==> src/bkrg_pkg.sv <==
package bkrg_pkg;
    // ----------------------------------------
    // Register offsets
    // ----------------------------------------
    localparam logic [7:0] ADDR_INTERRUPT_LATCH = 8'h00;
    localparam logic [7:0] ADDR_LIVE_CONDITION_SENSE = 8'h01;
    localparam logic [7:0] ADDR_PRODUCT_IDENTITY = 8'h03;
    localparam logic [7:0] ADDR_REVISION_IDENTITY = 8'h04;
    localparam logic [7:0] ADDR_FEATURE_IDENTITY = 8'h05;
    localparam logic [7:0] ADDR_OUTPUT_GOOD_DISCHARGE_CFG = 8'h12;
    localparam logic [7:0] ADDR_ENABLE_RAMP_TIMING = 8'h13;
    localparam logic [7:0] ADDR_OPERATING_MODE_CONTROL = 8'h14;
    localparam logic [7:0] ADDR_LIMIT_RESET_CONFIG = 8'h16;
    localparam logic [7:0] ADDR_VOUT_TARGET_SELECT_HIGH = 8'h17;
    localparam logic [7:0] ADDR_VOUT_TARGET_SELECT_LOW = 8'h18;
    // ----------------------------------------
    // Reset values
    // ----------------------------------------
    localparam logic [7:0] RST_INTERRUPT_LATCH = 8'h00;
    localparam logic [7:0] RST_OUTPUT_GOOD_DISCHARGE_CFG = 8'h11;
    localparam logic [7:0] RST_ENABLE_RAMP_TIMING = 8'h19;
    localparam logic [7:0] RST_OPERATING_MODE_CONTROL = 8'h8d;
    localparam logic [7:0] RST_LIMIT_RESET_CONFIG = 8'he3;
    localparam logic [7:0] RST_VOUT_TARGET_SELECT_HIGH = 8'h28;
    localparam logic [7:0] RST_VOUT_TARGET_SELECT_LOW = 8'h60;
    localparam logic [7:0] READ_ZERO = 8'h00;
    localparam logic [7:0] EVENT_SPARE_MASK = 8'hef;
    // Identity values are arbitrary
    localparam logic [7:0] ID_PRODUCT = 8'h5a;
    localparam logic [7:0] ID_REVISION = 8'h01;
    localparam logic [7:0] ID_FEATURE = 8'h0c;
    localparam logic [7:0] ADDR_STEP = 8'h01;
endpackage

==> src/bkrg_if.sv <==
`timescale 1ns/1ps
`default_nettype none
interface bkrg_if;
    logic [7:0] raw;
    logic [7:0] synced;
    modport src (output raw, input synced);
    modport sync (input raw, output synced);
endinterface
`default_nettype wire

==> src/bkrg_regs.sv <==
`timescale 1ns/1ps
`default_nettype none
// Overview of operation
// Latch at 00h, zero reset, read clears
// Sense at 01h shows live conditions
// Reserved and test addresses hold nothing
// Good/discharge register 12h resets 11h
// Timing register 13h resets 19h
// Mode command register 14h resets 8Dh
// Limit register 16h resets E3h
// Target 17h used when select high
// Target 18h used when select low
// Pointer auto-increments for writes and reads
// Reserved locations have no storage
// Read-only/reserved writes ignored, reserved reads zero
module bkrg_regs (
    // Clock and reset
    input wire logic sys_clk_i,
    input wire logic reset_n_i,
    input wire logic clk_en_i,
    // Protocol engine side
    input wire logic ptr_load_i,
    input wire logic [7:0] ptr_addr_i,
    input wire logic wr_stb_i,
    input wire logic [7:0] wr_data_i,
    input wire logic rd_stb_i,
    // Pins and conditions
    input wire logic voltage_select_pin_i,
    input wire logic [7:0] condition_i,
    // Read data and register outputs
    output logic [7:0] rd_data_o,
    output logic [7:0] output_good_discharge_cfg_o,
    output logic [7:0] enable_ramp_timing_o,
    output logic [7:0] operating_mode_control_o,
    output logic [7:0] limit_reset_config_o,
    output logic [7:0] vout_target_o
);

    // ----------------------------------------
    // Condition synchroniser
    // ----------------------------------------
    bkrg_if cond_if ();
    assign cond_if.raw = condition_i;
    bkrg_sync u_sync (
        .sys_clk_i(sys_clk_i),
        .reset_n_i(reset_n_i),
        .clk_en_i(clk_en_i),
        .bus(cond_if.sync)
    );

    // ----------------------------------------
    // Internal state
    // ----------------------------------------
    logic [7:0] live;
    logic [7:0] live_q;
    logic [7:0] events;
    logic voltage_select_pin_s1;
    logic voltage_select_pin_s2;
    logic [7:0] pointer;
    logic [7:0] interrupt_latch;
    logic [7:0] next_interrupt_latch;
    logic [7:0] read_value;
    logic [7:0] next_pointer;
    logic wr_take;
    logic rd_take;

    function automatic logic [7:0] bump(input logic [7:0] a);
        bump = a + bkrg_pkg::ADDR_STEP;
    endfunction

    // ----------------------------------------
    // Request qualifiers and event detect
    // ----------------------------------------
    // A pointer load beats a strobe in the same cycle
    assign wr_take = clk_en_i && wr_stb_i && !ptr_load_i;
    assign rd_take = clk_en_i && rd_stb_i && !ptr_load_i;
    // Spare bit forced low so it never raises an event
    assign live = cond_if.synced & bkrg_pkg::EVENT_SPARE_MASK;
    // Both polarities of a condition change count
    assign events = live ^ live_q;

    // ----------------------------------------
    // Select pin synchroniser
    // ----------------------------------------
    // Only the second stage is read, the first may be metastable
    always_ff @(posedge sys_clk_i or negedge reset_n_i) begin
        if (!reset_n_i) begin
            voltage_select_pin_s1 <= 1'b0;
            voltage_select_pin_s2 <= 1'b0;
        end else if (clk_en_i) begin
            voltage_select_pin_s1 <= voltage_select_pin_i;
            voltage_select_pin_s2 <= voltage_select_pin_s1;
        end
    end
    // Previous live value for edge detection
    always_ff @(posedge sys_clk_i or negedge reset_n_i) begin
        if (!reset_n_i) begin
            live_q <= 8'h00;
        end else if (clk_en_i) begin
            live_q <= live;
        end
    end

    // ----------------------------------------
    // Register pointer
    // ----------------------------------------
    // Plain 8-bit overflow wraps ffh to 00h
    always_comb begin
        next_pointer = pointer;
        if (ptr_load_i) begin
            next_pointer = ptr_addr_i;
        end else if (wr_stb_i || rd_stb_i) begin
            next_pointer = bump(pointer);
        end
    end
    always_ff @(posedge sys_clk_i or negedge reset_n_i) begin
        if (!reset_n_i) begin
            pointer <= 8'h00;
        end else if (clk_en_i) begin
            pointer <= next_pointer;
        end
    end

    // ----------------------------------------
    // Interrupt latch
    // ----------------------------------------
    // Set wins over the read clear, so no event is lost
    always_comb begin
        next_interrupt_latch = interrupt_latch | events;
        if (rd_take && pointer == bkrg_pkg::ADDR_INTERRUPT_LATCH) begin
            next_interrupt_latch = events;
        end
    end
    always_ff @(posedge sys_clk_i or negedge reset_n_i) begin
        if (!reset_n_i) begin
            interrupt_latch <= bkrg_pkg::RST_INTERRUPT_LATCH;
        end else if (clk_en_i) begin
            interrupt_latch <= next_interrupt_latch;
        end
    end

    // ----------------------------------------
    // Writable registers
    // ----------------------------------------
    logic [7:0] voltage_select_pin_high;
    logic [7:0] voltage_select_pin_low;
    always_ff @(posedge sys_clk_i or negedge reset_n_i) begin
        if (!reset_n_i) begin
            output_good_discharge_cfg_o <= bkrg_pkg::RST_OUTPUT_GOOD_DISCHARGE_CFG;
            enable_ramp_timing_o <= bkrg_pkg::RST_ENABLE_RAMP_TIMING;
            operating_mode_control_o <= bkrg_pkg::RST_OPERATING_MODE_CONTROL;
            limit_reset_config_o <= bkrg_pkg::RST_LIMIT_RESET_CONFIG;
            voltage_select_pin_high <= bkrg_pkg::RST_VOUT_TARGET_SELECT_HIGH;
            voltage_select_pin_low <= bkrg_pkg::RST_VOUT_TARGET_SELECT_LOW;
        end else if (wr_take) begin
            // Other addresses have no storage, so writes there vanish
            unique case (pointer)
                bkrg_pkg::ADDR_OUTPUT_GOOD_DISCHARGE_CFG: begin
                    output_good_discharge_cfg_o <= wr_data_i;
                end
                bkrg_pkg::ADDR_ENABLE_RAMP_TIMING: begin
                    enable_ramp_timing_o <= wr_data_i;
                end
                bkrg_pkg::ADDR_OPERATING_MODE_CONTROL: begin
                    operating_mode_control_o <= wr_data_i;
                end
                bkrg_pkg::ADDR_LIMIT_RESET_CONFIG: begin
                    limit_reset_config_o <= wr_data_i;
                end
                bkrg_pkg::ADDR_VOUT_TARGET_SELECT_HIGH: begin
                    voltage_select_pin_high <= wr_data_i;
                end
                bkrg_pkg::ADDR_VOUT_TARGET_SELECT_LOW: begin
                    voltage_select_pin_low <= wr_data_i;
                end
                default: begin
                end
            endcase
        end
    end

    // ----------------------------------------
    // Target selection
    // ----------------------------------------
    // Pin changes reach the target three cycles later
    always_ff @(posedge sys_clk_i or negedge reset_n_i) begin
        if (!reset_n_i) begin
            vout_target_o <= bkrg_pkg::RST_VOUT_TARGET_SELECT_LOW;
        end else if (clk_en_i) begin
            vout_target_o <= voltage_select_pin_s2 ? voltage_select_pin_high : voltage_select_pin_low;
        end
    end

    // ----------------------------------------
    // Read path
    // ----------------------------------------
    // Holes in the map read as zero
    always_comb begin
        unique case (pointer)
            bkrg_pkg::ADDR_INTERRUPT_LATCH: read_value = interrupt_latch;
            bkrg_pkg::ADDR_LIVE_CONDITION_SENSE: read_value = live;
            bkrg_pkg::ADDR_PRODUCT_IDENTITY: read_value = bkrg_pkg::ID_PRODUCT;
            bkrg_pkg::ADDR_REVISION_IDENTITY: read_value = bkrg_pkg::ID_REVISION;
            bkrg_pkg::ADDR_FEATURE_IDENTITY: read_value = bkrg_pkg::ID_FEATURE;
            bkrg_pkg::ADDR_OUTPUT_GOOD_DISCHARGE_CFG: read_value = output_good_discharge_cfg_o;
            bkrg_pkg::ADDR_ENABLE_RAMP_TIMING: read_value = enable_ramp_timing_o;
            bkrg_pkg::ADDR_OPERATING_MODE_CONTROL: read_value = operating_mode_control_o;
            bkrg_pkg::ADDR_LIMIT_RESET_CONFIG: read_value = limit_reset_config_o;
            bkrg_pkg::ADDR_VOUT_TARGET_SELECT_HIGH: read_value = voltage_select_pin_high;
            bkrg_pkg::ADDR_VOUT_TARGET_SELECT_LOW: read_value = voltage_select_pin_low;
            default: read_value = bkrg_pkg::READ_ZERO;
        endcase
    end

    // Data registered at the strobe so the engine shifts a stable byte
    always_ff @(posedge sys_clk_i or negedge reset_n_i) begin
        if (!reset_n_i) begin
            rd_data_o <= 8'h00;
        end else if (rd_take) begin
            rd_data_o <= read_value;
        end
    end
endmodule
`default_nettype wire

==> src/bkrg_sync.sv <==
`timescale 1ns/1ps
`default_nettype none
module bkrg_sync (
    // Clock and reset
    input wire logic sys_clk_i,
    input wire logic reset_n_i,
    input wire logic clk_en_i,
    // Carrier
    bkrg_if.sync bus
);
    logic [7:0] stage1;
    logic [7:0] stage2;
    always_ff @(posedge sys_clk_i or negedge reset_n_i) begin
        if (!reset_n_i) begin
            stage1 <= 8'h00;
            stage2 <= 8'h00;
        end else if (clk_en_i) begin
            stage1 <= bus.raw;
            stage2 <= stage1;
        end
    end
    assign bus.synced = stage2;
endmodule
`default_nettype wire

==> config.mk <==
export PLATFORM = sky130hd
export DESIGN_NAME = bkrg_regs
export DESIGN_NICKNAME = d
export VERILOG_FILES = /design/src/bkrg_pkg.sv /design/src/bkrg_if.sv /design/src/bkrg_regs.sv /design/src/bkrg_sync.sv
export SDC_FILE = /design/constraint.sdc
export NUM_CORES = 1
export LEC_CHECK = 0
export BUFFER_PORTS_ARGS = -buffer_cell sky130_fd_sc_hd__buf_2
export CAP_MARGIN = 20
export CORE_UTILIZATION = 35
export CTS_BUF_LIST = sky130_fd_sc_hd__clkbuf_8
export DETAILED_ROUTE_END_ITERATION = 7
export GPL_TIMING_DRIVEN = 0
export MAX_ROUTING_LAYER = met4
export PLACE_DENSITY_LB_ADDON = 0.12
export RECOVER_POWER = 50
export SLEW_MARGIN = 20
export SYNTH_ARGS = -nofsm -noshare
export SYNTH_HDL_FRONTEND = slang
export SYNTH_SLANG_ARGS = --single-unit
==> constraint.sdc <==
create_clock -name sys_clk_i -period 2.7 [get_ports sys_clk_i]
set_input_delay 0.54 -clock sys_clk_i [delete_from_list [all_inputs] [get_ports sys_clk_i]]
set_output_delay 0.54 -clock sys_clk_i [all_outputs]
set_load 0.01 [all_outputs]
==> Word level (Yosys, flattened, before mapping) <==
Index checks and enable logic that the tools add are counted.
{ "word_totals": {"register_bits": 105, "input_bits": 31, "output_inout_bits": 48, "elab_cells": 49} }
{ "op_classes": {"n_addsub": 1, "n_eq_ne": 10, "mux": 5, "n_bitwise": 2, "n_reduce_logical": 16} }
{ "ops": {"columns": ["operator", "n"], "rows": [
  ["8-bit case mux with 11 select lines", 1],
  ["8-bit by 5-bit equality test with 1-bit output, second input constant", 6],
  ["8-bit two-way mux", 4],
  ["8-bit by 3-bit equality test with 1-bit output, second input constant", 2],
  ["2-bit AND reduction", 7],
  ["8-bit by 1-bit adder with 8-bit output, second input constant", 1],
  ["8-bit by 1-bit equality test with 1-bit output, second input constant", 1],
  ["8-bit by 2-bit equality test with 1-bit output, second input constant", 1],
  ["8-bit logical NOT", 1],
  ["8-bit OR", 1],
  ["8-bit XOR", 1],
  ["1-bit logical AND", 5],
  ["2-bit nonzero test", 1],
  ["1-bit logical NOT", 1],
  ["1-bit logical OR", 1]
]} }

==> Logic depth before layout (Yosys ltp) <==
{ "depth": {"ltp_word": 4, "mapped_depth": 9, "depth_no_buf": 7} }

==> Hierarchy <==
Synthesis repeated with hierarchy kept, for this count alone.
{ "unflattened": {"hier_cells": 424, "area_unflattened_um2": 5028.6} }
{ "by_module_without_submodules": {"columns": ["module", "n_inst", "cells_each", "area_per_inst_um2", "seq_area_each_um2"], "rows": [
  ["bkrg_regs", 1, 390, 4379.2, 2227.1],
  ["bkrg_sync", 1, 34, 649.4, 400.4]
]} }

==> Worst setup path before layout <==
No wires, ideal clock.
{ "synth_path": {"kind": "register -> register", "startpoint": "register pointer[0]", "endpoint": "register rd_data_o[3]", "setup_ps": 123, "arrival_time_ps": 2094, "required_ps": 2577, "slack_ps": 483, "path_stages_with_launch": 10, "n_path_buf": 2, "period_less_slack_ps": 2217, "path_cell_list": "dfrtp_1 -> inv_1 -> ha_1 -> buf_6 -> and4b_4 -> and2_4 -> buf_6 -> a221o_1 -> a311o_1 -> o221a_1"} }
{ "synth_between": {"elab_chain_cells": 2, "word_cells_on_any_way": 12, "cone_classes": "10 x eq/ne; 1 x mux; 1 x reduce/logical"} }
{ "synth_rtl": {"columns": ["element", "line", "rtl"], "rows": [
  ["start, declared", "bkrg_regs.sv:59", "logic [7:0] pointer;"],
  ["start signal, assigned", "bkrg_regs.sv:120", "pointer <= next_pointer;"],
  ["8-bit by 5-bit equality test with 1-bit output, or another cell as far along", "bkrg_regs.sv:199", "unique case (pointer)"],
  ["8-bit case mux with 11 select lines (*)", "bkrg_regs.sv:199", null],
  ["end signal, assigned", "bkrg_regs.sv:220", "rd_data_o <= read_value;"],
  ["end, declared", "bkrg_regs.sv:31", "output logic [7:0] rd_data_o,"]
]} }
Mark *: on every way between the ends. The rest lies on a longest branch, timed or not.
A chain may end at the register's enable or synchronous reset.

==> Final worst setup path <==
{ "layout_path": {"startpoint": "register pointer[0]", "endpoint": "register output_good_discharge_cfg_o[6]"} }
{ "layout_between": {"elab_chain_cells": 2} }
{ "layout_rtl": {"columns": ["element", "line", "rtl"], "rows": [
  ["8-bit by 5-bit equality test with 1-bit output", "bkrg_regs.sv:157", "unique case (pointer)"],
  ["2-bit AND reduction (no line)", null, null],
  ["end signal, assigned", "bkrg_regs.sv:149", "output_good_discharge_cfg_o <= bkrg_pkg::RST_OUTPUT_GOOD_DISCHARGE_CFG;"],
  ["end signal, assigned", "bkrg_regs.sv:159", "output_good_discharge_cfg_o <= wr_data_i;"],
  ["end, declared", "bkrg_regs.sv:32", "output logic [7:0] output_good_discharge_cfg_o,"]
]} }
Every way passes these cells.

==> results_dict.tcl <==
set metrics [dict create \
    status "complete, but fails checks" \
    violations "capacitance limit, slew limit" \
    antenna_found_initial 0 \
    postSynth.asyncResetShare_pct 100.0 \
    root_buffer "clkbuf_8" \
    yosys_warnings 0 \
    place_area_sq_um 5472 \
    io_pins 79 \
    rows 42 \
    yosysSeqAreaShare_pct 53.34 \
    postRouteWirelength_um 13660 \
    cap_violations 1 \
    syn-num-nets 427 \
    diodes 0 \
    p_comb_share_pct 20.1 \
    tritoncts.num_buffers 9 \
    drc 0 \
    drt_iter0_drc 281 \
    post-cts-setup-buffer-count 0 \
    crit_type "reg2reg" \
    synth_edf_count 0 \
    rsz0062_at_grt "no" \
    drtAntennaViolNets 0 \
    start_util_pct 36.20 \
    setup_ws_ps 142.1 \
    synth-main-ff-cell "dfrtp_1" \
    insertion_delay_ps 380 \
    grt_pass1_wl_um 21090 \
    synthMuxAreaShare_pct 19.81 \
    maxSlewViolCount 35 \
    portBuffers 77 \
    slowest_delay_ps 680 \
    synth_compound_area_share_pct 13.05 \
    gp_congestion 0.8598 \
    drive_above_1_share_pct 40.53 \
    crit_chain "inv_1 > ha_1 > clkbuf_1 > nand3_1 > mux2_2" \
    first_pass_iters 5 \
    post_cts_resized 0 \
    finalCritPeriodShare_pct 94.74 \
    endpoint_kind "flip-flop" \
    min_path_type "in2reg" \
    path_max_fanout 10 \
    vias 3610 \
    fillers 1325 \
    layout_common_cells "dfrtp_1 (82), mux2_2 (77), buf_2 (69)" \
    synth_cells 392 \
    regArea_sq_um 2577 \
    slew_headroom_pct -32.97 \
    cts_sinks 102 \
    post-place-ws_ps 213.8 \
    fin_skew_ps 12.83 \
    p_int_mw 2.419 \
    irDropWorstVdd_v 0.0002033 \
    multi_input_area_sq_um 2133 \
    dieArea_sq_um 14280 \
    finalCriticalPeriod_ps 2558 \
    critPathTopFamily "simple AND/OR/NAND/NOR gates" \
    power_mw 3.479 \
    synth_seq_cells 102 \
    cts.htree.levels 3 \
    tightest_slew_ps 1995 \
    layout.cells.non_filler 662 \
    post_synth_instance_area_sq_um 4832 \
    cp_slowest_cell "nand3_1" \
    p_leak_nw 2.575 \
    arrival_ps 2820 \
    synthAdderAreaFrac_pct 1.036 \
    synth-xor-area-share_pct 1.450 \
    clk_pin_slew_ps 100 \
    cts_tree "built" \
    fin_area_sq_um 5647 \
    ctsHoldBuffers 0 \
    dp_hpwl_um 9479 \
    powerDensity_nw_per_um2 616.1 \
    cts.path.max_buffers 2 \
    fin_setup_tns_ps 0 \
    synth.avg_cell_area_sq_um 12.33 \
    power.share.switching_pct 30.47 \
    setup_violations 0 \
    critPathBufInv 2 \
    synth-simple-area-share_pct 8.804 \
    core_sq_um 13350 \
    final_common_cell "dfrtp_1" \
    grt_max_degree 69 \
    drt-wirelength-per-cell_um 20.64 \
    hold_viol 0 \
    ys_types 52 \
    grt_overflow 0 \
    critical_path_cell_count 5 \
    start_kind "flip-flop" \
    final_nets 516 \
    viasPerCell 5.453 \
    synth_top_family_by_area "multiplexers" \
    die_y_um 119.5 \
    die_x_um 119.5 \
    timing.fmax_mhz 390.9 \
    grt_pass1_vias 3666 \
    r2r_cells 5 \
    track_usage_pct 20.64 \
    whs_path_depth 2 \
    cp.required_ps 2960 \
    synthToLayoutAreaGrowth_pct 16.86 \
    clockPowerShare_pct 28.1 \
    seq_power_share_pct 51.9 \
    dp.cells 646 \
    p_switching_mw 1.060 \
]
[per-stage QoR]
stage	hold WS, ps	util (%)
global placement	484.2	40.74
CTS	37.09	42.44
finish	380.3	42.30
detailed placement	457.4	40.99
floorplan	244.4	-
global route	368.1	42.30
[Yosys cell counts (3+ instances only)]
cell      count  area, sq um
a21oi_1      18        90.09
a221oi_1      5        43.79
a222oi_1      3        30.03
a22o_1       11        96.34
a22oi_1       9        67.56
a32oi_1       3        26.28
and3_1        5        31.28
buf_1         4        15.01
buf_6         3        33.78
clkbuf_1     16        60.06
dfrtp_1      82         2052
dfstp_2      20        525.5
ha_1          4        50.05
mux2_2       77        867.1
mux2i_1       9        90.09
nand2_1      12        45.04
nand2_2       3        18.77
nand3_1       7        35.03
nor2_1       23        86.33
nor2b_1       3        18.77
nor3_1        7        35.03
nor3b_1       3        22.52
o21ai_0      16        80.08
o221a_2       4        45.04
xor2_1        8        70.07
[power by group through the flow]
stage	clock [mW]	combinational, mW	sequential, mW
floorplan	0	0.413	1.82
CTS	1.01	0.707	1.81
global route	1.06	0.762	1.83
detailed placement	0	0.706	1.83
global placement	0	0.688	1.83
finish	0.977	0.698	1.80
[flip-flops by register name (all words and copies together), names as in the netlist, 7 cells and up]
| name | cells |
|---|---|
| enable_ramp_timing_o | 8 |
| interrupt_latch | 7 |
| limit_reset_config_o | 8 |
| live_q | 7 |
| operating_mode_control_o | 8 |
| output_good_discharge_cfg_o | 8 |
| pointer | 8 |
| rd_data_o | 8 |
| u_sync.bus.synced | 7 |
| u_sync.stage1 | 7 |
| voltage_select_pin_high | 8 |
| voltage_select_pin_low | 8 |
| vout_target_o | 8 |
[layer usage]
metal	global-route usage [%]	share of wire, %	vias up
li1	-	-	1642
met1	27.74	46	1842
met2	31.11	47	110
met3	3.612	5.1	16
met4	7.969	1.6	0
met5	-	0	-
[final timing paths]
check	slack, ps	endpoint	from
setup / recovery	140	output_good_discharge_cfg_o[6]	pointer[0]
hold / removal	380	voltage_select_pin_s1	voltage_select_pin_i
setup reg to reg	140	output_good_discharge_cfg_o[6]	pointer[0]
hold reg to reg	500	vout_target_o[6]	vout_target_o[6]
max in group asynchronous	810	vout_target_o[6]	reset_n_i
min in group asynchronous	710	voltage_select_pin_low[0]	reset_n_i
[cell type report]
class | instances | area share, %
clock buffers | 10 | 2.437
clock inverters | 6 | 0.9750
multi-input cells | 264 | 37.78
inverters | 2 | 0.1329
repair buffers | 78 | 7.113
well taps | 176 | 3.900
flip-flops and latches | 102 | 45.65
plain buffers | 24 | 2.016
[kinds of logic (layout without fill, tap and decap cells)]
family / Yosys count / in the layout
AOI/OAI and AO/OA: 87 / 87
adders and majority gates: 4 / 4
muxes: 86 / 86
xor gates and xnor gates: 8 / 8
and+or+nand+nor: 79 / 79
DFF: 102 / 102
buffers and inverters: 26 / 120
No activity file was read; power rests on OpenSTA's default activity.
